File: src/logic/sap_pkg.sv
package sap_pkg;

   // Register offsets, byte addresses on the bus
   localparam logic [7:0] CTRL_OFS = 8'h00;
   localparam logic [7:0] CFG_OFS = 8'h04;
   localparam logic [7:0] STAT_OFS = 8'h08;

   // Write masks; reserved bits never store a one
   localparam logic [15:0] CTRL_WMASK = 16'hC303;
   localparam logic [15:0] CFG_WMASK = 16'hFF03;

   // Reset values
   localparam logic [15:0] CTRL_RST = 16'h0000;
   localparam logic [15:0] CFG_RST = 16'h0301;

   // Status write-one-to-clear position
   localparam int unsigned STAT_OVR_BIT = 3;

   // Port operating control layout
   typedef struct packed {
      logic sck_en;
      logic fs_en;
      logic [3:0] rsvd_hi;
      logic tx_en;
      logic rx_en;
      logic [5:0] rsvd_lo;
      logic tx_rst;
      logic rx_rst;
   } sap_ctrl_type;

   // Configuration layout: bit clock divider, idle drive, master select
   typedef struct packed {
      logic [7:0] div;
      logic [5:0] rsvd;
      logic hiz;
      logic master;
   } sap_cfg_type;

   // Status layout
   typedef struct packed {
      logic [11:0] rsvd;
      logic rx_ovr;
      logic tx_space;
      logic rx_act;
      logic tx_act;
   } sap_stat_type;

   // Synchronised pin group, one bit each
   typedef struct packed {
      logic sck;
      logic sync;
      logic rxd;
   } sap_pins_type;

endpackage : sap_pkg

File: src/logic/sap_port_ctrl.sv
// The register offsets and the Wishbone register port were decided locally.
`timescale 1ns/1ps
// Function
// (RQ1) 16-bit readable writable operating control register
// (RQ2) Bit 15 gates serial clock, low when off
// (RQ3) Clock enable restarts baud generator and output
// (RQ4) Bit 14 gates frame sync, low when off
// (RQ5) Sync enable restarts frame counter
// (RQ6) Bit 9 permits transmit data output
// (RQ7) Bit 8 permits receive data capture
// (RQ8) Enable changes apply at next frame start
// (RQ9) Active transmit raises requests by watermark
// (RQ10) Shifting starts only when transmit data held
// (RQ11) Active receive captures from receive pin
// (RQ12) Received data raises requests by watermark
// (RQ13) Transmit path reset clears transmit enable
// (RQ14) Receive path reset clears receive enable
// (RQ15) Module stop clears four enable bits
// (RQ16) Reserved bits read zero, written zero
// (RQ17) Idle transmit pin drives high or floats
// (RQ18) Transmit reset forces pin high, clears path
// (RQ19) Watermarks come in, requests go out

// Two-entry buffer, head always in slot 0
module sap_buf2 #(
   parameter int W = 16
) (
   input wire logic clk_i,
   input wire logic rst_i,
   input wire logic flush_i,
   input wire logic [W-1:0] in_data_i,
   input wire logic in_valid_i,
   output logic in_ready_o,
   output logic [W-1:0] out_data_o,
   output logic out_valid_o,
   input wire logic out_ready_i
);
   logic [W-1:0] slot1_r;
   logic occ1_r;
   logic push;
   logic pop;
   logic occ0_nxt;
   logic occ1_nxt;

   // Handshake decode
   assign push = in_valid_i & in_ready_o; // Nothing taken while ready is low
   assign pop = out_valid_o & out_ready_i;
   assign occ0_nxt = ~flush_i & (push | (out_valid_o & ~pop) | occ1_r);
   assign occ1_nxt = ~flush_i & ((occ1_r & ~pop) | (push & out_valid_o & ~pop));

   // Slot movement
   always_ff @(posedge clk_i) begin
      if (rst_i) begin
         out_valid_o <= 1'b0;
         occ1_r <= 1'b0;
         in_ready_o <= 1'b0;
      end else begin
         out_valid_o <= occ0_nxt;
         occ1_r <= occ1_nxt;
         in_ready_o <= ~occ1_nxt;
      end
   end

   always_ff @(posedge clk_i) begin
      if (pop) begin
         out_data_o <= occ1_r ? slot1_r : in_data_i;
      end else if (push & ~out_valid_o) begin
         out_data_o <= in_data_i;
      end
      if (push & out_valid_o & ~(pop & ~occ1_r)) begin
         slot1_r <= in_data_i;
      end
   end
endmodule : sap_buf2

module sap_port_ctrl
   import sap_pkg::*;
#(
   parameter int DATA_W = 16,
   parameter int FRAME_LOG2 = 5,
   parameter int LVL_W = 5
) (
   // Clock and reset
   input wire logic clk_i,
   input wire logic rst_i,
   // Wishbone slave
   input wire logic wb_cyc_i,
   input wire logic wb_stb_i,
   input wire logic wb_we_i,
   input wire logic [7:0] wb_adr_i,
   input wire logic [3:0] wb_sel_i,
   input wire logic [31:0] wb_dat_i,
   output logic [31:0] wb_dat_o,
   output logic wb_ack_o,
   // System
   input wire logic module_stop_i,
   // FIFO side
   input wire logic [DATA_W-1:0] tx_data_i,
   input wire logic tx_valid_i,
   output logic tx_ready_o,
   output logic [DATA_W-1:0] rx_data_o,
   output logic rx_valid_o,
   input wire logic rx_ready_i,
   input wire logic [LVL_W-1:0] tx_fifo_level_i,
   input wire logic [LVL_W-1:0] transmit_fifo_watermark_i,
   input wire logic [LVL_W-1:0] rx_fifo_level_i,
   input wire logic [LVL_W-1:0] receive_fifo_watermark_i,
   output logic tx_req_o,
   output logic rx_req_o,
   // Serial pins
   input wire logic serial_clock_pin_i,
   output logic serial_clock_pin_o,
   output logic serial_clock_pin_oe_o,
   input wire logic frame_sync_pin_i,
   output logic frame_sync_pin_o,
   output logic frame_sync_pin_oe_o,
   output logic transmit_data_pin_o,
   output logic transmit_data_pin_oe_o,
   input wire logic receive_data_pin_i
);
   localparam int CW = $clog2(DATA_W + 1);

   sap_ctrl_type ctrl_r;
   sap_ctrl_type ctrl_nxt;
   sap_cfg_type cfg_r;
   sap_stat_type stat;
   logic ack_r;
   logic rx_ovr_r;
   logic [7:0] brg_cnt_r;
   logic sck_r;
   logic [FRAME_LOG2-1:0] bit_cnt_r;
   logic [FRAME_LOG2-1:0] bit_inc;
   logic sync_r;
   sap_pins_type sy1_r;
   sap_pins_type sy2_r;
   sap_pins_type sy3_r;
   sap_pins_type lvl_r;
   sap_pins_type lvl_nxt;
   logic tx_act_r;
   logic rx_act_r;
   logic [DATA_W-1:0] tx_sh_r;
   logic [CW-1:0] tx_cnt_r;
   logic [DATA_W-1:0] rx_sh_r;
   logic [CW-1:0] rx_cnt_r;
   logic rx_word_r;
   logic txd_r;
   logic txd_oe_r;

   // Byte-lane merge of a 16-bit register
   function automatic logic [15:0] merge16(input logic [15:0] old, input logic [31:0] dat,
                                          input logic [3:0] sel, input logic [15:0] mask);
      logic [15:0] lanes;
      lanes = {{8{sel[1]}}, {8{sel[0]}}};
      merge16 = ((old & ~lanes) | (dat[15:0] & lanes)) & mask;
   endfunction : merge16

   // Bus decode
   logic req;
   logic wr_stb;
   logic hit_ctrl;
   logic hit_cfg;
   logic hit_stat;
   logic [31:0] rd_word;
   assign req = wb_cyc_i & wb_stb_i;
   assign wr_stb = req & ack_r & wb_we_i;
   assign hit_ctrl = wb_adr_i == CTRL_OFS;
   assign hit_cfg = wb_adr_i == CFG_OFS;
   assign hit_stat = wb_adr_i == STAT_OFS;
   assign stat = '{rsvd: 12'h000, rx_ovr: rx_ovr_r, tx_space: tx_ready_o,
                   rx_act: rx_act_r, tx_act: tx_act_r};
   assign rd_word = hit_ctrl ? {16'h0000, ctrl_r & CTRL_WMASK} : // RQ16
                    hit_cfg ? {16'h0000, cfg_r & CFG_WMASK} :
                    hit_stat ? {16'h0000, stat} : 32'h0000_0000;

   // Control next value: write, then path resets, then module stop
   always_comb begin
      ctrl_nxt = ctrl_r;
      if (wr_stb & hit_ctrl) begin
         ctrl_nxt = merge16(ctrl_r, wb_dat_i, wb_sel_i, CTRL_WMASK); // RQ1
      end
      if (ctrl_nxt.tx_rst) begin
         ctrl_nxt.tx_en = 1'b0; // RQ13
      end
      if (ctrl_nxt.rx_rst) begin
         ctrl_nxt.rx_en = 1'b0; // RQ14
      end
      if (module_stop_i) begin
         ctrl_nxt.sck_en = 1'b0; // RQ15
         ctrl_nxt.fs_en = 1'b0;
         ctrl_nxt.tx_en = 1'b0;
         ctrl_nxt.rx_en = 1'b0;
      end
   end

   // Bus slave: one-cycle answer, write lands on the acked edge
   always_ff @(posedge clk_i) begin
      if (rst_i) begin
         ack_r <= 1'b0;
         wb_dat_o <= 32'h0000_0000;
         ctrl_r <= CTRL_RST;
         cfg_r <= CFG_RST;
      end else begin
         ack_r <= req & ~ack_r;
         wb_dat_o <= (req & ~ack_r) ? rd_word : wb_dat_o;
         ctrl_r <= ctrl_nxt;
         if (wr_stb & hit_cfg) begin
            cfg_r <= merge16(cfg_r, wb_dat_i, wb_sel_i, CFG_WMASK);
         end
      end
   end
   assign wb_ack_o = ack_r;

   // Baud generator and frame counter decode
   logic sck_start;
   logic fs_start;
   logic brg_tick;
   logic m_rise;
   logic m_fall;
   logic m_frame;
   assign sck_start = ctrl_nxt.sck_en & ~ctrl_r.sck_en;
   assign fs_start = ctrl_nxt.fs_en & ~ctrl_r.fs_en;
   assign brg_tick = ctrl_r.sck_en & cfg_r.master & (brg_cnt_r == cfg_r.div);
   assign m_rise = brg_tick & ~sck_r;
   assign m_fall = brg_tick & sck_r;
   assign bit_inc = bit_cnt_r + 1'b1;
   assign m_frame = m_fall & ctrl_r.fs_en & (bit_inc == '0);

   // Master clock and sync generation
   always_ff @(posedge clk_i) begin
      if (rst_i) begin
         brg_cnt_r <= 8'h00;
         sck_r <= 1'b0;
         bit_cnt_r <= '1;
         sync_r <= 1'b0;
      end else begin
         if (sck_start | ~ctrl_nxt.sck_en | brg_tick) begin
            brg_cnt_r <= 8'h00; // RQ3
         end else begin
            brg_cnt_r <= brg_cnt_r + 8'h01;
         end
         if (~ctrl_nxt.sck_en | sck_start | ~cfg_r.master) begin
            sck_r <= 1'b0; // RQ2 RQ3
         end else if (brg_tick) begin
            sck_r <= ~sck_r;
         end
         if (fs_start) begin
            bit_cnt_r <= '1; // RQ5
         end else if (m_fall) begin
            bit_cnt_r <= bit_inc;
         end
         if (~ctrl_nxt.fs_en | ~cfg_r.master) begin
            sync_r <= 1'b0; // RQ4
         end else if (m_fall) begin
            sync_r <= bit_inc == '0;
         end
      end
   end
   assign serial_clock_pin_o = sck_r;
   assign serial_clock_pin_oe_o = cfg_r.master;
   assign frame_sync_pin_o = sync_r;
   assign frame_sync_pin_oe_o = cfg_r.master;

   // Pin synchronisers; a change counts once stages two and three agree
   sap_pins_type agree;
   assign agree = ~(sy2_r ^ sy3_r);
   assign lvl_nxt = (agree & sy3_r) | (~agree & lvl_r);
   always_ff @(posedge clk_i) begin
      if (rst_i) begin
         sy1_r <= '0;
         sy2_r <= '0;
         sy3_r <= '0;
         lvl_r <= '0;
      end else begin
         sy1_r <= '{sck: serial_clock_pin_i, sync: frame_sync_pin_i, rxd: receive_data_pin_i};
         sy2_r <= sy1_r;
         sy3_r <= sy2_r;
         lvl_r <= lvl_nxt;
      end
   end

   // Common bit and frame events for both modes
   logic bit_rise;
   logic bit_fall;
   logic frame_start;
   assign bit_rise = cfg_r.master ? m_rise : (lvl_nxt.sck & ~lvl_r.sck);
   assign bit_fall = cfg_r.master ? m_fall : (~lvl_nxt.sck & lvl_r.sck);
   assign frame_start = cfg_r.master ? m_frame : (lvl_nxt.sync & ~lvl_r.sync);

   // Enables latched at the frame boundary
   logic tx_act_nxt;
   logic rx_act_nxt;
   assign tx_act_nxt = ctrl_nxt.tx_rst ? 1'b0 : frame_start ? ctrl_r.tx_en : tx_act_r; // RQ8
   assign rx_act_nxt = ctrl_nxt.rx_rst ? 1'b0 : frame_start ? ctrl_r.rx_en : rx_act_r; // RQ8

   // Transmit buffer
   logic [DATA_W-1:0] tbuf_data;
   logic tbuf_valid;
   logic tx_load;
   assign tx_load = frame_start & tx_act_nxt & tbuf_valid; // RQ6 RQ10
   sap_buf2 #(.W(DATA_W)) u_tbuf (
      .clk_i(clk_i),
      .rst_i(rst_i),
      .flush_i(ctrl_r.tx_rst),
      .in_data_i(tx_data_i),
      .in_valid_i(tx_valid_i),
      .in_ready_o(tx_ready_o),
      .out_data_o(tbuf_data),
      .out_valid_o(tbuf_valid),
      .out_ready_i(tx_load)
   );

   // Transmit shifter, MSB first, changes on falling bit edge
   logic tx_busy;
   logic [CW-1:0] tx_cnt_nxt;
   logic [DATA_W-1:0] tx_sh_nxt;
   assign tx_busy = tx_cnt_r != '0;
   assign tx_cnt_nxt = ctrl_nxt.tx_rst ? '0 : // RQ18
                       tx_load ? CW'(DATA_W) :
                       (bit_fall & tx_busy) ? tx_cnt_r - 1'b1 : tx_cnt_r;
   assign tx_sh_nxt = tx_load ? tbuf_data :
                      (bit_fall & tx_busy) ? {tx_sh_r[DATA_W-2:0], 1'b1} : tx_sh_r;
   always_ff @(posedge clk_i) begin
      if (rst_i) begin
         tx_cnt_r <= '0;
         tx_sh_r <= '0;
         txd_r <= 1'b1;
         txd_oe_r <= 1'b1; // Idle line driven high out of reset
         tx_act_r <= 1'b0;
         rx_act_r <= 1'b0;
      end else begin
         tx_cnt_r <= tx_cnt_nxt;
         tx_sh_r <= tx_sh_nxt;
         txd_r <= (tx_cnt_nxt != '0) ? tx_sh_nxt[DATA_W-1] : 1'b1; // RQ17 RQ18
         txd_oe_r <= ctrl_nxt.tx_rst | (tx_cnt_nxt != '0) | ~cfg_r.hiz; // RQ17
         tx_act_r <= tx_act_nxt;
         rx_act_r <= rx_act_nxt;
      end
   end
   assign transmit_data_pin_o = txd_r;
   assign transmit_data_pin_oe_o = txd_oe_r;

   // Receive shifter, samples on rising bit edge
   logic rbuf_ready;
   always_ff @(posedge clk_i) begin
      if (rst_i) begin
         rx_cnt_r <= '0;
         rx_sh_r <= '0;
         rx_word_r <= 1'b0;
      end else begin
         rx_word_r <= 1'b0;
         if (~rx_act_nxt) begin
            rx_cnt_r <= '0; // RQ7
         end else if (frame_start) begin
            rx_cnt_r <= CW'(DATA_W); // RQ11
         end else if (bit_rise & (rx_cnt_r != '0)) begin
            rx_sh_r <= {rx_sh_r[DATA_W-2:0], lvl_r.rxd};
            rx_cnt_r <= rx_cnt_r - 1'b1;
            rx_word_r <= rx_cnt_r == CW'(1);
         end
      end
   end

   // Receive buffer toward the receive FIFO
   sap_buf2 #(.W(DATA_W)) u_rbuf (
      .clk_i(clk_i),
      .rst_i(rst_i),
      .flush_i(ctrl_r.rx_rst),
      .in_data_i(rx_sh_r),
      .in_valid_i(rx_word_r),
      .in_ready_o(rbuf_ready),
      .out_data_o(rx_data_o),
      .out_valid_o(rx_valid_o),
      .out_ready_i(rx_ready_i)
   );

   // Overrun flag; a new overrun wins over the clear
   always_ff @(posedge clk_i) begin
      if (rst_i | ctrl_r.rx_rst) begin
         rx_ovr_r <= 1'b0;
      end else if (rx_word_r & ~rbuf_ready) begin
         rx_ovr_r <= 1'b1;
      end else if (wr_stb & hit_stat & wb_sel_i[0] & wb_dat_i[STAT_OVR_BIT]) begin
         rx_ovr_r <= 1'b0;
      end
   end

   // Transfer requests by watermark
   always_ff @(posedge clk_i) begin
      if (rst_i) begin
         tx_req_o <= 1'b0;
         rx_req_o <= 1'b0;
      end else begin
         tx_req_o <= tx_act_r & (tx_fifo_level_i <= transmit_fifo_watermark_i); // RQ9 RQ19
         rx_req_o <= rx_act_r & (rx_fifo_level_i != '0) &
                     (rx_fifo_level_i >= receive_fifo_watermark_i); // RQ12 RQ19
      end
   end
endmodule : sap_port_ctrl

File: config.mk
export PLATFORM = sky130hd
export DESIGN_NAME = sap_port_ctrl
export DESIGN_NICKNAME = d
export VERILOG_FILES = /design/src/logic/sap_pkg.sv /design/src/logic/sap_port_ctrl.sv
export SDC_FILE = /design/constraint.sdc
export NUM_CORES = 1
export LEC_CHECK = 0
export ABC_AREA = 1
export BUFFER_PORTS_ARGS = -buffer_cell sky130_fd_sc_hd__buf_2
export CORE_ASPECT_RATIO = 0.9
export CORE_MARGIN = 2
export CORE_UTILIZATION = 40
export DETAILED_ROUTE_END_ITERATION = 12
export PLACE_DENSITY = 0.65
export SLEW_MARGIN = 20
export SYNTH_ARGS = -nofsm -noshare
export SYNTH_HDL_FRONTEND = slang
export SYNTH_HIERARCHICAL = 1
export SYNTH_SLANG_ARGS = --single-unit
File: constraint.sdc
create_clock -name clk_i -period 6.8 [get_ports clk_i]
set_input_delay 1.7 -clock clk_i [delete_from_list [all_inputs] [get_ports clk_i]]
set_output_delay 1.7 -clock clk_i [all_outputs]
set_load 0.1 [all_outputs]
==> run summary <==
Drt initial violations -> 323
Clk sink count -> 176
DP Cell Count -> 1,292
TritonRoute pass-1 iters -> 5
Mean Syn Cell Area -> 8.52 sq um
P_int -> 1.67 mW
Max Clock Skew -> 0.0122 ns
Port bufs -> 106
DRC viols -> 0
Setup bufs post-CTS -> 0
Fill count -> 1,931
Core area -> 20,000 sq um
Sw Ratio -> 26.0%
Wire length per cell -> 12.2 microns
Startpoint Class -> input port
Starting density of the core -> 40.7%
CP Max Fanout -> 32
Post-layout net count -> 1,164
Pwr/cell area -> 241 nW/um^2
Leakage -> 4.33 nW
Final slew viol count -> 0
Synth Instances -> 954
FF-to-FF setup slack -> 3.41 ns
Cell Chain, Critical Path -> buf_2 -> or2_4 -> nor2_4 -> nand3_4 -> nor2_4 -> inv_2 -> nand2_1 -> nand2_1 -> inv_1 -> nand3_4 -> inv_1 -> nand3_4 -> nand2_1 -> o21ai_2
Hpwl dp -> 11,400 microns
Worst vdd ir -> 0.000156 V
Crit path DAT -> 4.69 ns
Logic gate share of total power -> 6.8%
Resized cells post-CTS -> 0
Die X -> 154 microns
CTS max path bufs -> 2
Max Cap Violations -> 0
Crit Path Class -> in -> reg
CTS tree -> built
Final min period -> 4.51 ns
Full die area -> 21,500 sq um
Vias -> 6,163
Status -> completed
Slowest cell on crit path -> inv_1
EDFF count, synth -> 64
CP max stage delay -> 0.61 ns
DR vias/cell -> 4.65
Synthesized area -> 8130 sq um
Total global routing overflow -> 0
Global-route wire length before repair -> 27,000 microns
Worst-skew pair later-pin latency -> 0.43 ns
Initial antenna violation count -> 0
CTS buffer count -> 17
Final ANT Viol Nets -> 0
Hold Crit Class -> reg -> reg
Share of cells above drive strength 1 -> 19.8%
Ant. Diodes -> 0
Ys async rst share -> 0%
Final cell count without fillers -> 1,324
Reg power frac -> 49.4%
Largest net degree at the start of global routing -> 50
DIE HEIGHT -> 139 microns
Ys Warns -> 6
Setup_tns -> 0 ns
Worst-path clk slew -> 0.07 ns
CTS root buffer -> clkbuf_16
Worst slew margin -> 43.1%
Rows -> 49
CP endpoint kind -> flop
Clk pwr share -> 43.9%
H-tree Lvls -> 4
I/O pin cnt -> 150
Predominant post-synthesis flop cell -> dfxtp_1
Wirelength, routed -> 16,200 microns
Unrepaired setup endpoints after global routing -> false
Tcrit/Tclk final -> 66.4%
Cts-stage hold buffer count -> 0
Total Routing Usage GR -> 15.5%
Area delta synth->final -> 14.9%
#FFs+latches synth -> 176
GP Congestion -> 0.839
P_sw -> 586 uW
Synth cell types -> 47
Setup-failing EPs final -> 0
Sequential share of the synthesized area -> 51.2%
F_max -> 222 MHz
CP required -> 6.98 ns
Fin. Hold Viols -> 0
Number of global-route vias before repair -> 5,663
Worst slew pin tran -> 0.847 ns
## flip-flops by register name, indices dropped and copies added (netlist names), 2 cells and up, named ones only
register / flops
brg_cnt_r: 8
bit_cnt_r: 5
u_rbuf/out_data_o: 16
rx_sh_r: 16
ctrl_r: 4
sy3_r: 3
u_tbuf/out_data_o: 16
lvl_r: 2
u_tbuf/slot1_r: 16
sy1_r: 3
rx_cnt_r: 5
tx_cnt_r: 5
sy2_r: 3
wb_dat_o: 12
u_rbuf/slot1_r: 16
tx_sh_r: 16
## per-stage QoR
stage | setup slack [ns] | cell area (sq um) | total power, mW | hold WS, ns | util (%)
6_report | 2.29 | 9350 | 2.26 | 0.404 | 46.8
5_1_grt | 1.96 | 9350 | 2.34 | 0.426 | 46.8
4_1_cts | 2.33 | 9350 | 2.28 | 0.409 | 46.8
3_5_place_dp | 1.88 | 8740 | 1.29 | 0.399 | 43.7
3_3_place_gp | 1.94 | 8740 | 1.29 | 0.401 | 43.7
2_1_floorplan | 2.61 | 8200 | 1.26 | 0.388 | -
## final timing paths
path / from / end / cells after the start
setup reg to reg: bit_cnt_r[0] / u_tbuf/out_data_o[13] / 16
hold reg to reg: sy1_r[1] / sy2_r[1] / 2
setup / recovery: wb_adr_i[1] / u_tbuf/out_data_o[13] / 14
hold / removal: sy1_r[1] / sy2_r[1] / 2
## cells in the mapped netlist, types with 4 or more instances
master | instances | area [sq um]
buf_2 | 4 | 20.0
edfxtp_1 | 64 | 1920
o21ai_0 | 30 | 150
o211ai_1 | 10 | 75.1
clkbuf_1 | 10 | 37.5
o21ai_1 | 5 | 25.0
nand2_4 | 5 | 56.3
nand3_4 | 4 | 70.1
o21ai_2 | 34 | 298
o31ai_1 | 4 | 30.0
dfxtp_1 | 112 | 2240
ha_1 | 17 | 213
a21oi_1 | 30 | 150
inv_2 | 8 | 30.0
buf_4 | 23 | 173
nand4_1 | 21 | 131
inv_1 | 140 | 526
xor2_1 | 6 | 52.6
nor2_1 | 150 | 563
nor3_1 | 13 | 65.1
nand3_1 | 31 | 155
buf_6 | 12 | 135
nand2_1 | 179 | 672
## area by class of cell
class	count	area, sq um	share of cell area, %
flip-flops and latches	176	4160	44.6
multi-input cells	598	3110	33.3
repair buffers	113	583	6.24
inverters	150	566	6.05
clock buffers	17	425	4.55
well taps	255	319	3.41
clock inverters	15	180	1.93
## cells by family (layout without fill, tap and decap cells)
| family | after synthesis | in the layout | synth area share, % |
|---|---|---|---|
| simple gates | 422 | 422 | 23.1 |
| compound gates | 131 | 131 | 10.7 |
| buf+inv | 199 | 295 | 11.4 |
| other cells | 1 | 20 | 0.0461 |
| xor+xnor | 8 | 8 | 0.862 |
| fa+ha+maj | 17 | 17 | 2.62 |
| flops | 176 | 176 | 51.2 |
## metal layers
metal	track usage (%)	routed length (microns)	vias up
met5	0	0	-
met4	4.48	154	0
met3	4.05	912	10
met2	24.0	7120	147
met1	21.4	8000	2776
li1	-	-	3230
## worst max-delay path, delay by kind of cell
family / cells / cell delay (ns)
buffers and inverters: 4 / 1.09
AND/OR/NAND/NOR: 9 / 1.79
AO/OA/AOI/OAI: 1 / 0.07
## power by group through the flow
stage | registers [mW] | logic [mW] | clock network [mW]
floorplan | 1.16 | 0.101 | 0
global placement | 1.14 | 0.152 | 0
detailed placement | 1.14 | 0.154 | 0
CTS | 1.11 | 0.154 | 1.01
global route | 1.11 | 0.165 | 1.06
finish | 1.11 | 0.153 | 0.990
## layout by cell type (no fill, tap or decap), types with 3 or more instances in the layout
| cell | Yosys | final |
|---|---|---|
| a211oi_1 | 3 | 3 |
| a21oi_1 | 30 | 30 |
| buf_2 | 4 | 106 |
| buf_4 | 23 | 7 |
| clkbuf_16 | 0 | 17 |
| clkinv_4 | 0 | 3 |
| conb_1 | 1 | 20 |
| dfxtp_1 | 112 | 112 |
| edfxtp_1 | 64 | 64 |
| ha_1 | 17 | 17 |
| inv_1 | 140 | 140 |
| inv_2 | 8 | 8 |
| inv_6 | 0 | 4 |
| inv_8 | 0 | 5 |
| nand2_1 | 179 | 179 |
| nand2_2 | 3 | 3 |
| nand2_4 | 5 | 5 |
| nand3_1 | 31 | 31 |
| nand3_4 | 4 | 4 |
| nand4_1 | 21 | 21 |
| nor2_1 | 150 | 150 |
| nor3_1 | 13 | 13 |
| nor4_1 | 3 | 3 |
| o211ai_1 | 10 | 10 |
| o21ai_0 | 30 | 30 |
| o21ai_1 | 5 | 5 |
| o21ai_2 | 34 | 34 |
| o221ai_1 | 3 | 3 |
| o31ai_1 | 4 | 4 |
| xor2_1 | 6 | 6 |
No activity file was read; power rests on OpenSTA's default activity.
